==> src/aps_pkg.sv <==
// Constants and types of the axis plausibility status block
`default_nettype none
package aps_pkg;
  // Clock and timing
  localparam int unsigned CLK_HZ    = 200_000_000;   // Core clock rate
  localparam int unsigned REACT_MS  = 16;            // Reaction allowance in ms
  localparam int unsigned REACT_CYC = CLK_HZ / 1000 * REACT_MS; // Cycles in allowance
  localparam int unsigned FLASH_MS  = 250;           // LED flash half period in ms
  localparam int unsigned FLASH_CYC = CLK_HZ / 1000 * FLASH_MS; // Cycles per half period
  // Widths
  localparam int NAX  = 2;                           // Number of axes
  localparam int AW   = 4;                           // Register index width
  localparam int DW   = 32;                          // Register data width
  localparam int CW   = 16;                          // Edge counter width
  localparam int TW   = 32;                          // Timer width
  localparam int LW   = 8;                           // Log code width
  // Register indices
  localparam logic [AW-1:0] ADDR_CTRL   = 4'h0;      // Run, axis enables, global reset
  localparam logic [AW-1:0] ADDR_MASK   = 4'h1;      // Interrupt mask
  localparam logic [AW-1:0] ADDR_STAT   = 4'h2;      // Sticky events, write one to clear
  localparam logic [AW-1:0] ADDR_STATE  = 4'h3;      // Live state
  localparam logic [AW-1:0] ADDR_RATIO0 = 4'h4;      // Axis 0 edges per index
  localparam logic [AW-1:0] ADDR_RATIO1 = 4'h5;      // Axis 1 edges per index
  localparam logic [AW-1:0] ADDR_LOG    = 4'h6;      // Last log code and count
  localparam logic [AW-1:0] ADDR_ID     = 4'h7;      // Module code
  // Control fields
  localparam int CTRL_RUN  = 0;                      // Run bit
  localparam int CTRL_AXEN = 1;                      // Axis enable field, NAX bits
  localparam int CTRL_GRST = 3;                      // Global reset, self clearing
  // Status fields
  localparam int ST_IMPL = 0;                        // Implausible per axis
  localparam int ST_LIM  = 2;                        // Limit trip per axis
  localparam int ST_INT  = 4;                        // Internal error
  localparam int ST_EXT  = 5;                        // External error
  localparam int ST_W    = 6;                        // Status width
  // Plausibility limits and values
  localparam logic [CW-1:0] DIFF_MAX   = 16'h0004;   // Allowed A/B edge difference
  localparam logic [CW-1:0] RATIO_RST  = 16'h0000;   // Zero disables index check
  localparam logic [15:0]   ID_VALUE   = 16'h5A3C;   // Arbitrary module code
  localparam logic [LW-1:0] LOG_INT    = 8'h10;      // Log code, internal error
  localparam logic [LW-1:0] LOG_EXT    = 8'h11;      // Log code, external error
  localparam logic [LW-1:0] LOG_IMPL   = 8'h01;      // Log code base, implausible axis
  localparam logic [TW-1:0] TMR_ONE    = 32'h0000_0001; // Timer step
  localparam logic [CW-1:0] CNT_ONE    = 16'h0001;   // Counter step
  // Axis state, one hot
  typedef enum logic [3:0] {
    AX_OFF  = 4'b0001,                               // Disabled or stopped
    AX_WAIT = 4'b0010,                               // Not yet ready
    AX_RUN  = 4'b0100,                               // Configured and running
    AX_BAD  = 4'b1000                                // Implausible signal
  } aps_axis_e;
endpackage : aps_pkg
`default_nettype wire

==> src/aps_top.sv <==
// Axis plausibility, fault handling and status indication for two axes
// Operation
// - Implausible axis flags error, no system halt
// - Implausible signal lights LEDs and logs entry
// - Implausible error disables motion monitoring functions
// - Re-enable only by global reset, plausible signals
// - Detection latency may depend on error, frequency
// - React within input period plus 16 ms
// - Axis LED shows not ready, running, implausible
// - Internal error flashes fault, enters safe state
// - External error lights fault steady, safe state
// - Stopped and running idle shown on LEDs
// - Implausible lights diagnostic with axis LED
//
// The strobed register port and the placing of the registers were chosen for this implementation.
`default_nettype none
module aps_top #(
  parameter int unsigned CHECK_CYC = aps_pkg::REACT_CYC, // Plausibility window
  parameter int unsigned FLASH_HALF = aps_pkg::FLASH_CYC // Flash half period
) (
  input  wire logic                     core_clk_i,  // Core clock
  input  wire logic                     rstn_i,      // Async reset, active low
  input  wire logic                     ce_i,        // Clock enable
  input  wire logic [aps_pkg::AW-1:0]   addr_i,      // Register index
  input  wire logic [aps_pkg::DW-1:0]   wdata_i,     // Write data
  input  wire logic                     wr_i,        // Write strobe
  input  wire logic                     rd_i,        // Read strobe
  output logic      [aps_pkg::DW-1:0]   rdata_o,     // Read data, next cycle
  input  wire logic [aps_pkg::NAX-1:0]  enc_a_i,     // Track A per axis
  input  wire logic [aps_pkg::NAX-1:0]  enc_b_i,     // Track B per axis
  input  wire logic [aps_pkg::NAX-1:0]  enc_z_i,     // Index track per axis
  input  wire logic [aps_pkg::NAX-1:0]  limit_exc_i, // Limit exceeded per axis
  input  wire logic                     int_err_i,   // Internal error
  input  wire logic                     ext_err_i,   // External error
  output logic      [aps_pkg::NAX-1:0]  motion_en_o, // Motion functions enabled
  output logic      [aps_pkg::NAX-1:0]  limit_trip_o, // Limit reaction taken
  output logic                          failsafe_halt_o, // Safe halt latched
  output logic                          power_led_o, // Power LED
  output logic                          run_led_o,   // Run LED
  output logic                          diag_led_o,  // Diagnostic LED
  output logic                          fault_led_o, // Fault LED
  output logic      [aps_pkg::NAX-1:0]  axis_led_o,  // Axis LEDs
  output logic                          log_wr_o,    // Log entry strobe
  output logic      [aps_pkg::LW-1:0]   log_code_o,  // Log entry code
  output logic                          irq_o        // Interrupt, level
);
  import aps_pkg::*;

  // Control and status registers
  logic            run;               // Run bit
  logic [NAX-1:0]  ax_en;             // Axis enables
  logic            grst;              // Global reset pulse
  logic [ST_W-1:0] stat;              // Sticky events
  logic [ST_W-1:0] mask;              // Interrupt mask
  logic [CW-1:0]   ratio [NAX];       // Edges per index per axis
  logic [CW-1:0]   log_cnt;           // Entries written
  logic            int_seen;          // Internal error latched
  logic            ext_seen;          // External error latched
  logic [TW-1:0]   win_cnt;           // Window timer
  logic [TW-1:0]   fl_cnt;            // Flash timer
  logic            flash;             // Flash phase
  logic [3:0]      log_pend;          // Pending log entries

  // Per axis state
  aps_axis_e       st      [NAX];     // Axis state
  aps_axis_e       next_st [NAX];     // Axis next state
  logic [NAX-1:0]  bad_evt;           // Implausible seen this cycle
  logic [NAX-1:0]  last_ok;           // Last window plausible
  logic [NAX-1:0]  bad_now;           // In bad state

  // Bus decode
  wire wr_ctrl  = wr_i && (addr_i == ADDR_CTRL);
  wire wr_mask  = wr_i && (addr_i == ADDR_MASK);
  wire wr_stat  = wr_i && (addr_i == ADDR_STAT);
  wire wr_r0    = wr_i && (addr_i == ADDR_RATIO0);
  wire wr_r1    = wr_i && (addr_i == ADDR_RATIO1);
  wire win_end  = (win_cnt == CHECK_CYC[TW-1:0] - TMR_ONE);
  wire next_halt = failsafe_halt_o | int_err_i | ext_err_i;
  wire [ST_W-1:0] evt = {ext_err_i, int_err_i, limit_exc_i, bad_evt};
  // Set wins over the write-one clear
  wire [ST_W-1:0] next_stat = (stat & ~(wr_stat ? wdata_i[ST_W-1:0] : '0)) | evt;
  wire [DW-1:0] state_word = {{(DW-12){1'b0}}, log_pend, ext_seen, int_seen,
                              failsafe_halt_o, run, motion_en_o, bad_now};
  wire [DW-1:0] rd_mux =
      (addr_i == ADDR_CTRL)   ? {{(DW-4){1'b0}}, 1'b0, ax_en, run} :
      (addr_i == ADDR_MASK)   ? {{(DW-ST_W){1'b0}}, mask} :
      (addr_i == ADDR_STAT)   ? {{(DW-ST_W){1'b0}}, stat} :
      (addr_i == ADDR_STATE)  ? state_word :
      (addr_i == ADDR_RATIO0) ? {{(DW-CW){1'b0}}, ratio[0]} :
      (addr_i == ADDR_RATIO1) ? {{(DW-CW){1'b0}}, ratio[1]} :
      (addr_i == ADDR_LOG)    ? {{(DW-CW-LW){1'b0}}, log_cnt, log_code_o} :
      (addr_i == ADDR_ID)     ? {{(DW-16){1'b0}}, ID_VALUE} : '0;

  // Register writes; global reset is a one cycle pulse
  always_ff @(posedge core_clk_i or negedge rstn_i) begin
    if (!rstn_i) begin
      run      <= 1'b0;
      ax_en    <= '0;
      grst     <= 1'b0;
      mask     <= '0;
      stat     <= '0;
      ratio[0] <= RATIO_RST;
      ratio[1] <= RATIO_RST;
      rdata_o  <= '0;
    end else if (ce_i) begin
      if (wr_ctrl) begin
        run   <= wdata_i[CTRL_RUN];
        ax_en <= wdata_i[CTRL_AXEN +: NAX];
      end
      grst <= wr_ctrl & wdata_i[CTRL_GRST];
      if (wr_mask) mask <= wdata_i[ST_W-1:0];
      if (wr_r0) ratio[0] <= wdata_i[CW-1:0];
      if (wr_r1) ratio[1] <= wdata_i[CW-1:0];
      stat    <= next_stat;
      rdata_o <= rd_i ? rd_mux : '0;
    end
  end

  // Shared plausibility window and flash timers
  // window sets detection latency
  always_ff @(posedge core_clk_i or negedge rstn_i) begin
    if (!rstn_i) begin
      win_cnt <= '0;
      fl_cnt  <= '0;
      flash   <= 1'b0;
    end else if (ce_i) begin
      win_cnt <= win_end ? '0 : win_cnt + TMR_ONE;
      if (fl_cnt == FLASH_HALF[TW-1:0] - TMR_ONE) begin
        fl_cnt <= '0;
        flash  <= ~flash;
      end else begin
        fl_cnt <= fl_cnt + TMR_ONE;
      end
    end
  end

  // Per axis track checking and state machine
  for (genvar i = 0; i < NAX; i++) begin : g_ax
    logic          a_q, b_q, z_q;     // Previous samples
    logic [CW-1:0] cnt_a, cnt_b;      // Edges in window
    logic [CW-1:0] cnt_idx;           // A edges since index
    logic          win_bad;           // Bad seen in window
    wire a_rise = enc_a_i[i] & ~a_q;
    wire b_rise = enc_b_i[i] & ~b_q;
    wire z_rise = enc_z_i[i] & ~z_q;
    wire [CW-1:0] diff = (cnt_a > cnt_b) ? cnt_a - cnt_b : cnt_b - cnt_a;
    // Trade-off: a window of edges tolerates phase drift, costs latency
    wire diff_bad  = win_end && (diff > DIFF_MAX);
    wire ratio_bad = z_rise && (ratio[i] != RATIO_RST) && (cnt_idx != ratio[i]);
    wire active    = run && ax_en[i];
    assign bad_evt[i] = active && (diff_bad || ratio_bad);
    assign bad_now[i] = (st[i] == AX_BAD);

    // Edge counting over the window
    always_ff @(posedge core_clk_i or negedge rstn_i) begin
      if (!rstn_i) begin
        a_q        <= 1'b0;
        b_q        <= 1'b0;
        z_q        <= 1'b0;
        cnt_a      <= '0;
        cnt_b      <= '0;
        cnt_idx    <= '0;
        win_bad    <= 1'b0;
        last_ok[i] <= 1'b0;
      end else if (ce_i) begin
        a_q <= enc_a_i[i];
        b_q <= enc_b_i[i];
        z_q <= enc_z_i[i];
        cnt_a   <= win_end ? '0 : cnt_a + {{(CW-1){1'b0}}, a_rise};
        cnt_b   <= win_end ? '0 : cnt_b + {{(CW-1){1'b0}}, b_rise};
        cnt_idx <= z_rise ? '0 : cnt_idx + {{(CW-1){1'b0}}, a_rise};
        win_bad <= win_end ? 1'b0 : (win_bad | bad_evt[i]);
        // A bad event voids the evidence of the last clean window
        last_ok[i] <= win_end ? (active && !(win_bad || bad_evt[i]))
                              : (last_ok[i] && !bad_evt[i]);
      end
    end

    // Axis state transitions
    always_comb begin
      next_st[i] = st[i];
      case (st[i])
        AX_OFF:  if (active) next_st[i] = AX_WAIT;
        AX_WAIT: begin
          if (!active)         next_st[i] = AX_OFF;
          else if (bad_evt[i]) next_st[i] = AX_BAD;
          else if (win_end)    next_st[i] = AX_RUN;
        end
        AX_RUN: begin
          if (!active)         next_st[i] = AX_OFF;
          else if (bad_evt[i]) next_st[i] = AX_BAD;
        end
        // leave only on global reset with plausible window
        AX_BAD:  if (grst && last_ok[i]) next_st[i] = AX_RUN;
        default: next_st[i] = AX_OFF;
      endcase
    end

    // State, limit reaction and motion enable
    always_ff @(posedge core_clk_i or negedge rstn_i) begin
      if (!rstn_i) begin
        st[i]           <= AX_OFF;
        limit_trip_o[i] <= 1'b0;
        motion_en_o[i]  <= 1'b0;
      end else if (ce_i) begin
        st[i] <= next_st[i];
        // limit reaction one cycle after it is seen
        limit_trip_o[i] <= limit_exc_i[i] | (limit_trip_o[i] & ~grst);
        // implausible or halt drops motion functions
        motion_en_o[i] <= (next_st[i] == AX_RUN) && !next_halt && !limit_exc_i[i]
                          && !(limit_trip_o[i] && !grst);
      end
    end
  end

  // Failure halt and error memory, cleared only by reset
  always_ff @(posedge core_clk_i or negedge rstn_i) begin
    if (!rstn_i) begin
      failsafe_halt_o <= 1'b0;
      int_seen        <= 1'b0;
      ext_seen        <= 1'b0;
    end else if (ce_i) begin
      failsafe_halt_o <= next_halt;
      int_seen <= int_seen | int_err_i;
      ext_seen <= ext_seen | ext_err_i;
    end
  end

  // Error log, one entry per cycle, pending events kept
  // every new error gets a record
  // Only an axis newly entering the fault is logged, not every failing window
  wire [NAX-1:0] new_bad = bad_evt & ~bad_now;
  wire [3:0] next_pend = log_pend | {new_bad, ext_err_i & ~ext_seen, int_err_i & ~int_seen};
  wire [3:0] pick = next_pend & (~next_pend + 4'h1);
  wire [LW-1:0] pick_code = pick[0] ? LOG_INT : pick[1] ? LOG_EXT :
                            pick[2] ? LOG_IMPL : LOG_IMPL + 8'h01;
  always_ff @(posedge core_clk_i or negedge rstn_i) begin
    if (!rstn_i) begin
      log_pend   <= '0;
      log_wr_o   <= 1'b0;
      log_code_o <= '0;
      log_cnt    <= '0;
    end else if (ce_i) begin
      log_pend <= next_pend & ~pick;
      log_wr_o <= |next_pend;
      if (|next_pend) begin
        log_code_o <= pick_code;
        log_cnt    <= log_cnt + CNT_ONE;
      end
    end else begin
      log_wr_o <= 1'b0;
    end
  end

  // LED drive and interrupt
  wire any_bad = |bad_now;
  always_ff @(posedge core_clk_i or negedge rstn_i) begin
    if (!rstn_i) begin
      power_led_o <= 1'b0;
      run_led_o   <= 1'b0;
      diag_led_o  <= 1'b0;
      fault_led_o <= 1'b0;
      axis_led_o  <= '0;
      irq_o       <= 1'b0;
    end else if (ce_i) begin
      power_led_o <= 1'b1;
      // run LED off when stopped or halted
      run_led_o <= run && !next_halt;
      // diagnostic with axis LED on implausible
      diag_led_o <= any_bad;
      fault_led_o <= int_seen ? flash : ext_seen;
      // not ready flashes, running steady, bad flashes
      for (int k = 0; k < NAX; k++) begin
        axis_led_o[k] <= (st[k] == AX_RUN)  ? !int_seen :
                         (st[k] == AX_OFF)  ? (int_seen & flash) : flash;
      end
      irq_o <= |(next_stat & mask);
    end
  end
endmodule : aps_top
`default_nettype wire

==> config.mk <==
export PLATFORM = sky130hd
export DESIGN_NAME = aps_top
export DESIGN_NICKNAME = d
export VERILOG_FILES = /design/src/aps_pkg.sv /design/src/aps_top.sv
export SDC_FILE = /design/constraint.sdc
export NUM_CORES = 1
export LEC_CHECK = 0
export BUFFER_PORTS_ARGS = -buffer_cell sky130_fd_sc_hd__buf_4
export CAP_MARGIN = 20
export CORE_MARGIN = 2
export CORE_UTILIZATION = 54
export CTS_CLUSTER_DIAMETER = 30
export DETAILED_ROUTE_END_ITERATION = 16
export PLACE_DENSITY = 0.72
export SLEW_MARGIN = 20
export SYNTH_ARGS = -nofsm -noshare
export SYNTH_HDL_FRONTEND = slang
export SYNTH_SLANG_ARGS = --single-unit
export TNS_END_PERCENT = 1
==> constraint.sdc <==
create_clock -name core_clk_i -period 4.55 [get_ports core_clk_i]
set_input_delay 0.91 -clock core_clk_i [delete_from_list [all_inputs] [get_ports core_clk_i]]
set_output_delay 0.91 -clock core_clk_i [all_outputs]
set_load 0.01 [all_outputs]
==> key figures <==
Synth
  – Largest area contributor in the netlist: dfrtp_1
  – Avg Cell Area, Syn: 9.13 µm²
  – Number of flops mapped to enable cells by yosys: 0
  – Cell Area, Synth: 17700 µm²
  – Cells after Synth: 1940
  – Fraction of registers with async set or reset after synthesis: 100%
  – Synth top area share: 40.4%
  – Synth area leaders: dfrtp_1 (40%), xnor2_1 (5.5%), ha_1 (5.4%)
  – Most used flip-flop cell after synthesis: dfrtp_1
  – Syn. warnings: 0
  – Seq cells post-synth: 288
  – Seq/Total Area, Yosys: 40.7%
  – Post-synth cell types: 80

Pwr
  – Peak VDD IR: 0.000350 V
  – Power per cell area: 464 nW/µm²
  – Leak pwr: 9.37 nW

CTS
  – Reg clk slew, reported paths: 40 ps
  – CTS H-tree lvls: 3
  – CTS tree: done
  – CTS Buf Count: 67
  – Root Driver: clkbuf_16
  – TritonCTS Sinks: 288
  – Worst-case clock buffer depth: 3
  – Worst-skew pair later-pin latency: 570 ps

GRT
  – Number of global-route vias before repair: 14800
  – Initial antenna violation count: 0
  – Largest net degree at the start of global routing: 132
  – First-pass GRT wire length: 75800 µm
  – Total gr overflow: 0
  – Total Routing Usage GR: 27.5%

Critical path
  – CP arrival: 4710 ps
  – R2R Setup Slk: 260 ps
  – Crit path max fanout: 10
  – WP data required: 4980 ps
  – Worst Setup End Kind: flip-flop
  – Critical Path Start Type: flip-flop
  – Worst r2r path cells: 18
  – Crit Path Category: reg2reg
  – Critical R2R Capture: log_cnt[9]$_DFFE_PN0P_
  – RR Startpoint: g_ax[1].cnt_a[0]$_DFFE_PN0P_

Route
  – Vias: 15000
  – DRT iter0 DRCs: 1138
  – Pre-antenna DRT Iters: 5
  – Final WL: 46100 µm
  – Vias/cell: 5.97
  – DRC: 0
  – DRT antenna net count: 0
  – Drt wl/cell: 18.3 µm

Finish
  – Nets: 2164
  – Commonest non-fill, non-tap cell in the layout: dfrtp_1
  – Seq. cell area: 7210 µm²
  – Multi-input gate area: 9740 µm²
  – Most frequent cells in the layout: dfrtp_1 (286), nor2_1 (172), nand2_1 (157)
  – Share of post-route cells with drive strength above 1: 15.1%
  – Fin cells: 2521
  – Antenna Cells: 0
  – FILL cells: 2645
  – Layout overhead on the synthesized area: 18.5%
  – Finished Cell Area: 21000 µm²
  – Final core utilization: 64.7%

Floorplan
  – Core area: 32500 µm²
  – Row count: 66
  – Height of the die: 185 µm
  – Top-level port count: 104
  – Initial Utilization: 54.6%
  – Die W: 185 µm
  – Die area: 34300 µm²

Timing
  – Unrepaired setup endpoints after global routing: false
  – Final Hold Slack: 257 ps
  – Fmax: 233 MHz
  – Setup TNS: 0 ps
  – Relative slew slack: 34.1%
  – Max Transition Viols Final: 0
  – Final setup fails: 0
  – Period utilization: 94.2%
  – Final hold viol count: 0
  – Period minus WS final: 4290 ps
  – Final Skew: 21.7 ps
  – Tightest Pin Transition: 963 ps

Min path
  – Hold Path Class: in2async

Placement
  – Final RePlAce weighted congestion: 0.926
  – Port bufs: 74
  – Area after DPL: 18700 µm²
  – HPWL after detailed placement: 31800 µm
  – Cells after DPL: 2403

Run
  – Max cap viols: 0

Run status
  – Status: finished, final reports clean
==> cell usage after synthesis, types with 46 or more instances <==
cell type  instances
dfrtp_1          286
nor2_1           172
nand2_1          157
xnor2_1          111
a21oi_1          103
o21ai_0           99
inv_1             97
nand3_1           88
ha_1              77
xor2_1            77
clkbuf_1          61
mux2_2            53
nor4_1            47
nand4_1           46
==> final cells by class <==
cell class / count / area share [%]
multi-input cells: 1463 / 46.4
flip-flops and latches: 288 / 34.3
clock buffers: 83 / 8.61
repair buffers: 115 / 4.48
well taps: 442 / 2.63
clock inverters: 33 / 1.81
inverters: 97 / 1.73
==> layer usage <==
layer	track usage, %	wire [µm]
met1	38.3	20800
met2	41.9	20800
met3	5.27	2760
met4	12.1	1710
met5	0	0
==> worst max-delay path, cell delays in order, from the launching register on <==
cell and delay, ps:
dfrtp_1 400, inv_1 90, ha_1 170, inv_1 50
fa_1 430, a211oi_2 300, o211ai_1 160, a211oi_2 240
buf_4 160, a21oi_2 110, a211oi_2 220, o31a_1 170
o221ai_1 110, or4_4 470, a221o_1 390, o21ai_4 270
buf_12 160, nor4_1 60, xor2_1 160
==> power breakdown <==
group | total [mW] | internal (mW) | switching, mW
Combinational | 1.92 | 0.860 | 1.06
Clock | 4.66 | 3.15 | 1.51
Sequential | 3.16 | 2.82 | 0.343
Total | 9.73 | 6.82 | 2.91
==> registers in the layout, indices dropped and copies added, names as in the netlist, 6 cells and up <==
name / flops
fl_cnt: 32
win_cnt: 32
mask: 6
g_ax.cnt_b: 32
stat: 6
g_ax.cnt_a: 32
log_cnt: 16
st: 8
g_ax.cnt_idx: 32
ratio: 32
rdata_o: 24
==> stage by stage <==
| step | total power, mW | setup slack [ps] |
|---|---|---|
| 5_1_grt | 10.2 | 30.3 |
| 3_5_place_dp | 5.06 | 24.0 |
| 4_1_cts | 9.75 | 115 |
| 3_3_place_gp | 5.01 | 79.7 |
| 2_1_floorplan | 4.50 | 538 |
| 6_report | 9.73 | 265 |
==> worst max path at each step <==
stage,startpoint,endpoint,cells after the start
after floorplan,g_ax[1].cnt_a[0]$_DFFE_PN0P_,log_cnt[1]$_DFFE_PN0P_,16
after global placement,g_ax[0].cnt_a[7]$_DFFE_PN0P_,log_cnt[3]$_DFFE_PN0P_,16
after detailed placement,g_ax[0].cnt_a[0]$_DFFE_PN0P_,log_cnt[14]$_DFFE_PN0P_,18
after CTS,g_ax[0].cnt_a[0]$_DFFE_PN0P_,log_cnt[3]$_DFFE_PN0P_,18
after global routing,g_ax[1].cnt_a[9]$_DFFE_PN0P_,log_cnt[3]$_DFFE_PN0P_,16
final,g_ax[1].cnt_a[0]$_DFFE_PN0P_,log_cnt[9]$_DFFE_PN0P_,18
==> timing repair <==
item | in CTS | in global routing
gates cloned | 0 | 0
gates resized for setup | 1 | 4
setup endpoints to repair | 12 | 26
setup buffers | 0 | 1
hold buffers | 0 | 0
pin swaps | 0 | 1
==> kinds of logic after synthesis <==
group	count (synthesis)	synth area share (%)
mux	69	4.28
xor+xnor	188	9.30
fa+ha+maj	81	5.89
simple gates	684	19.1
compound gates	428	16.0
buf+inv	201	4.75
flops	288	40.7
other cells	1	0.0212
(Power assumes the default switching activity.)
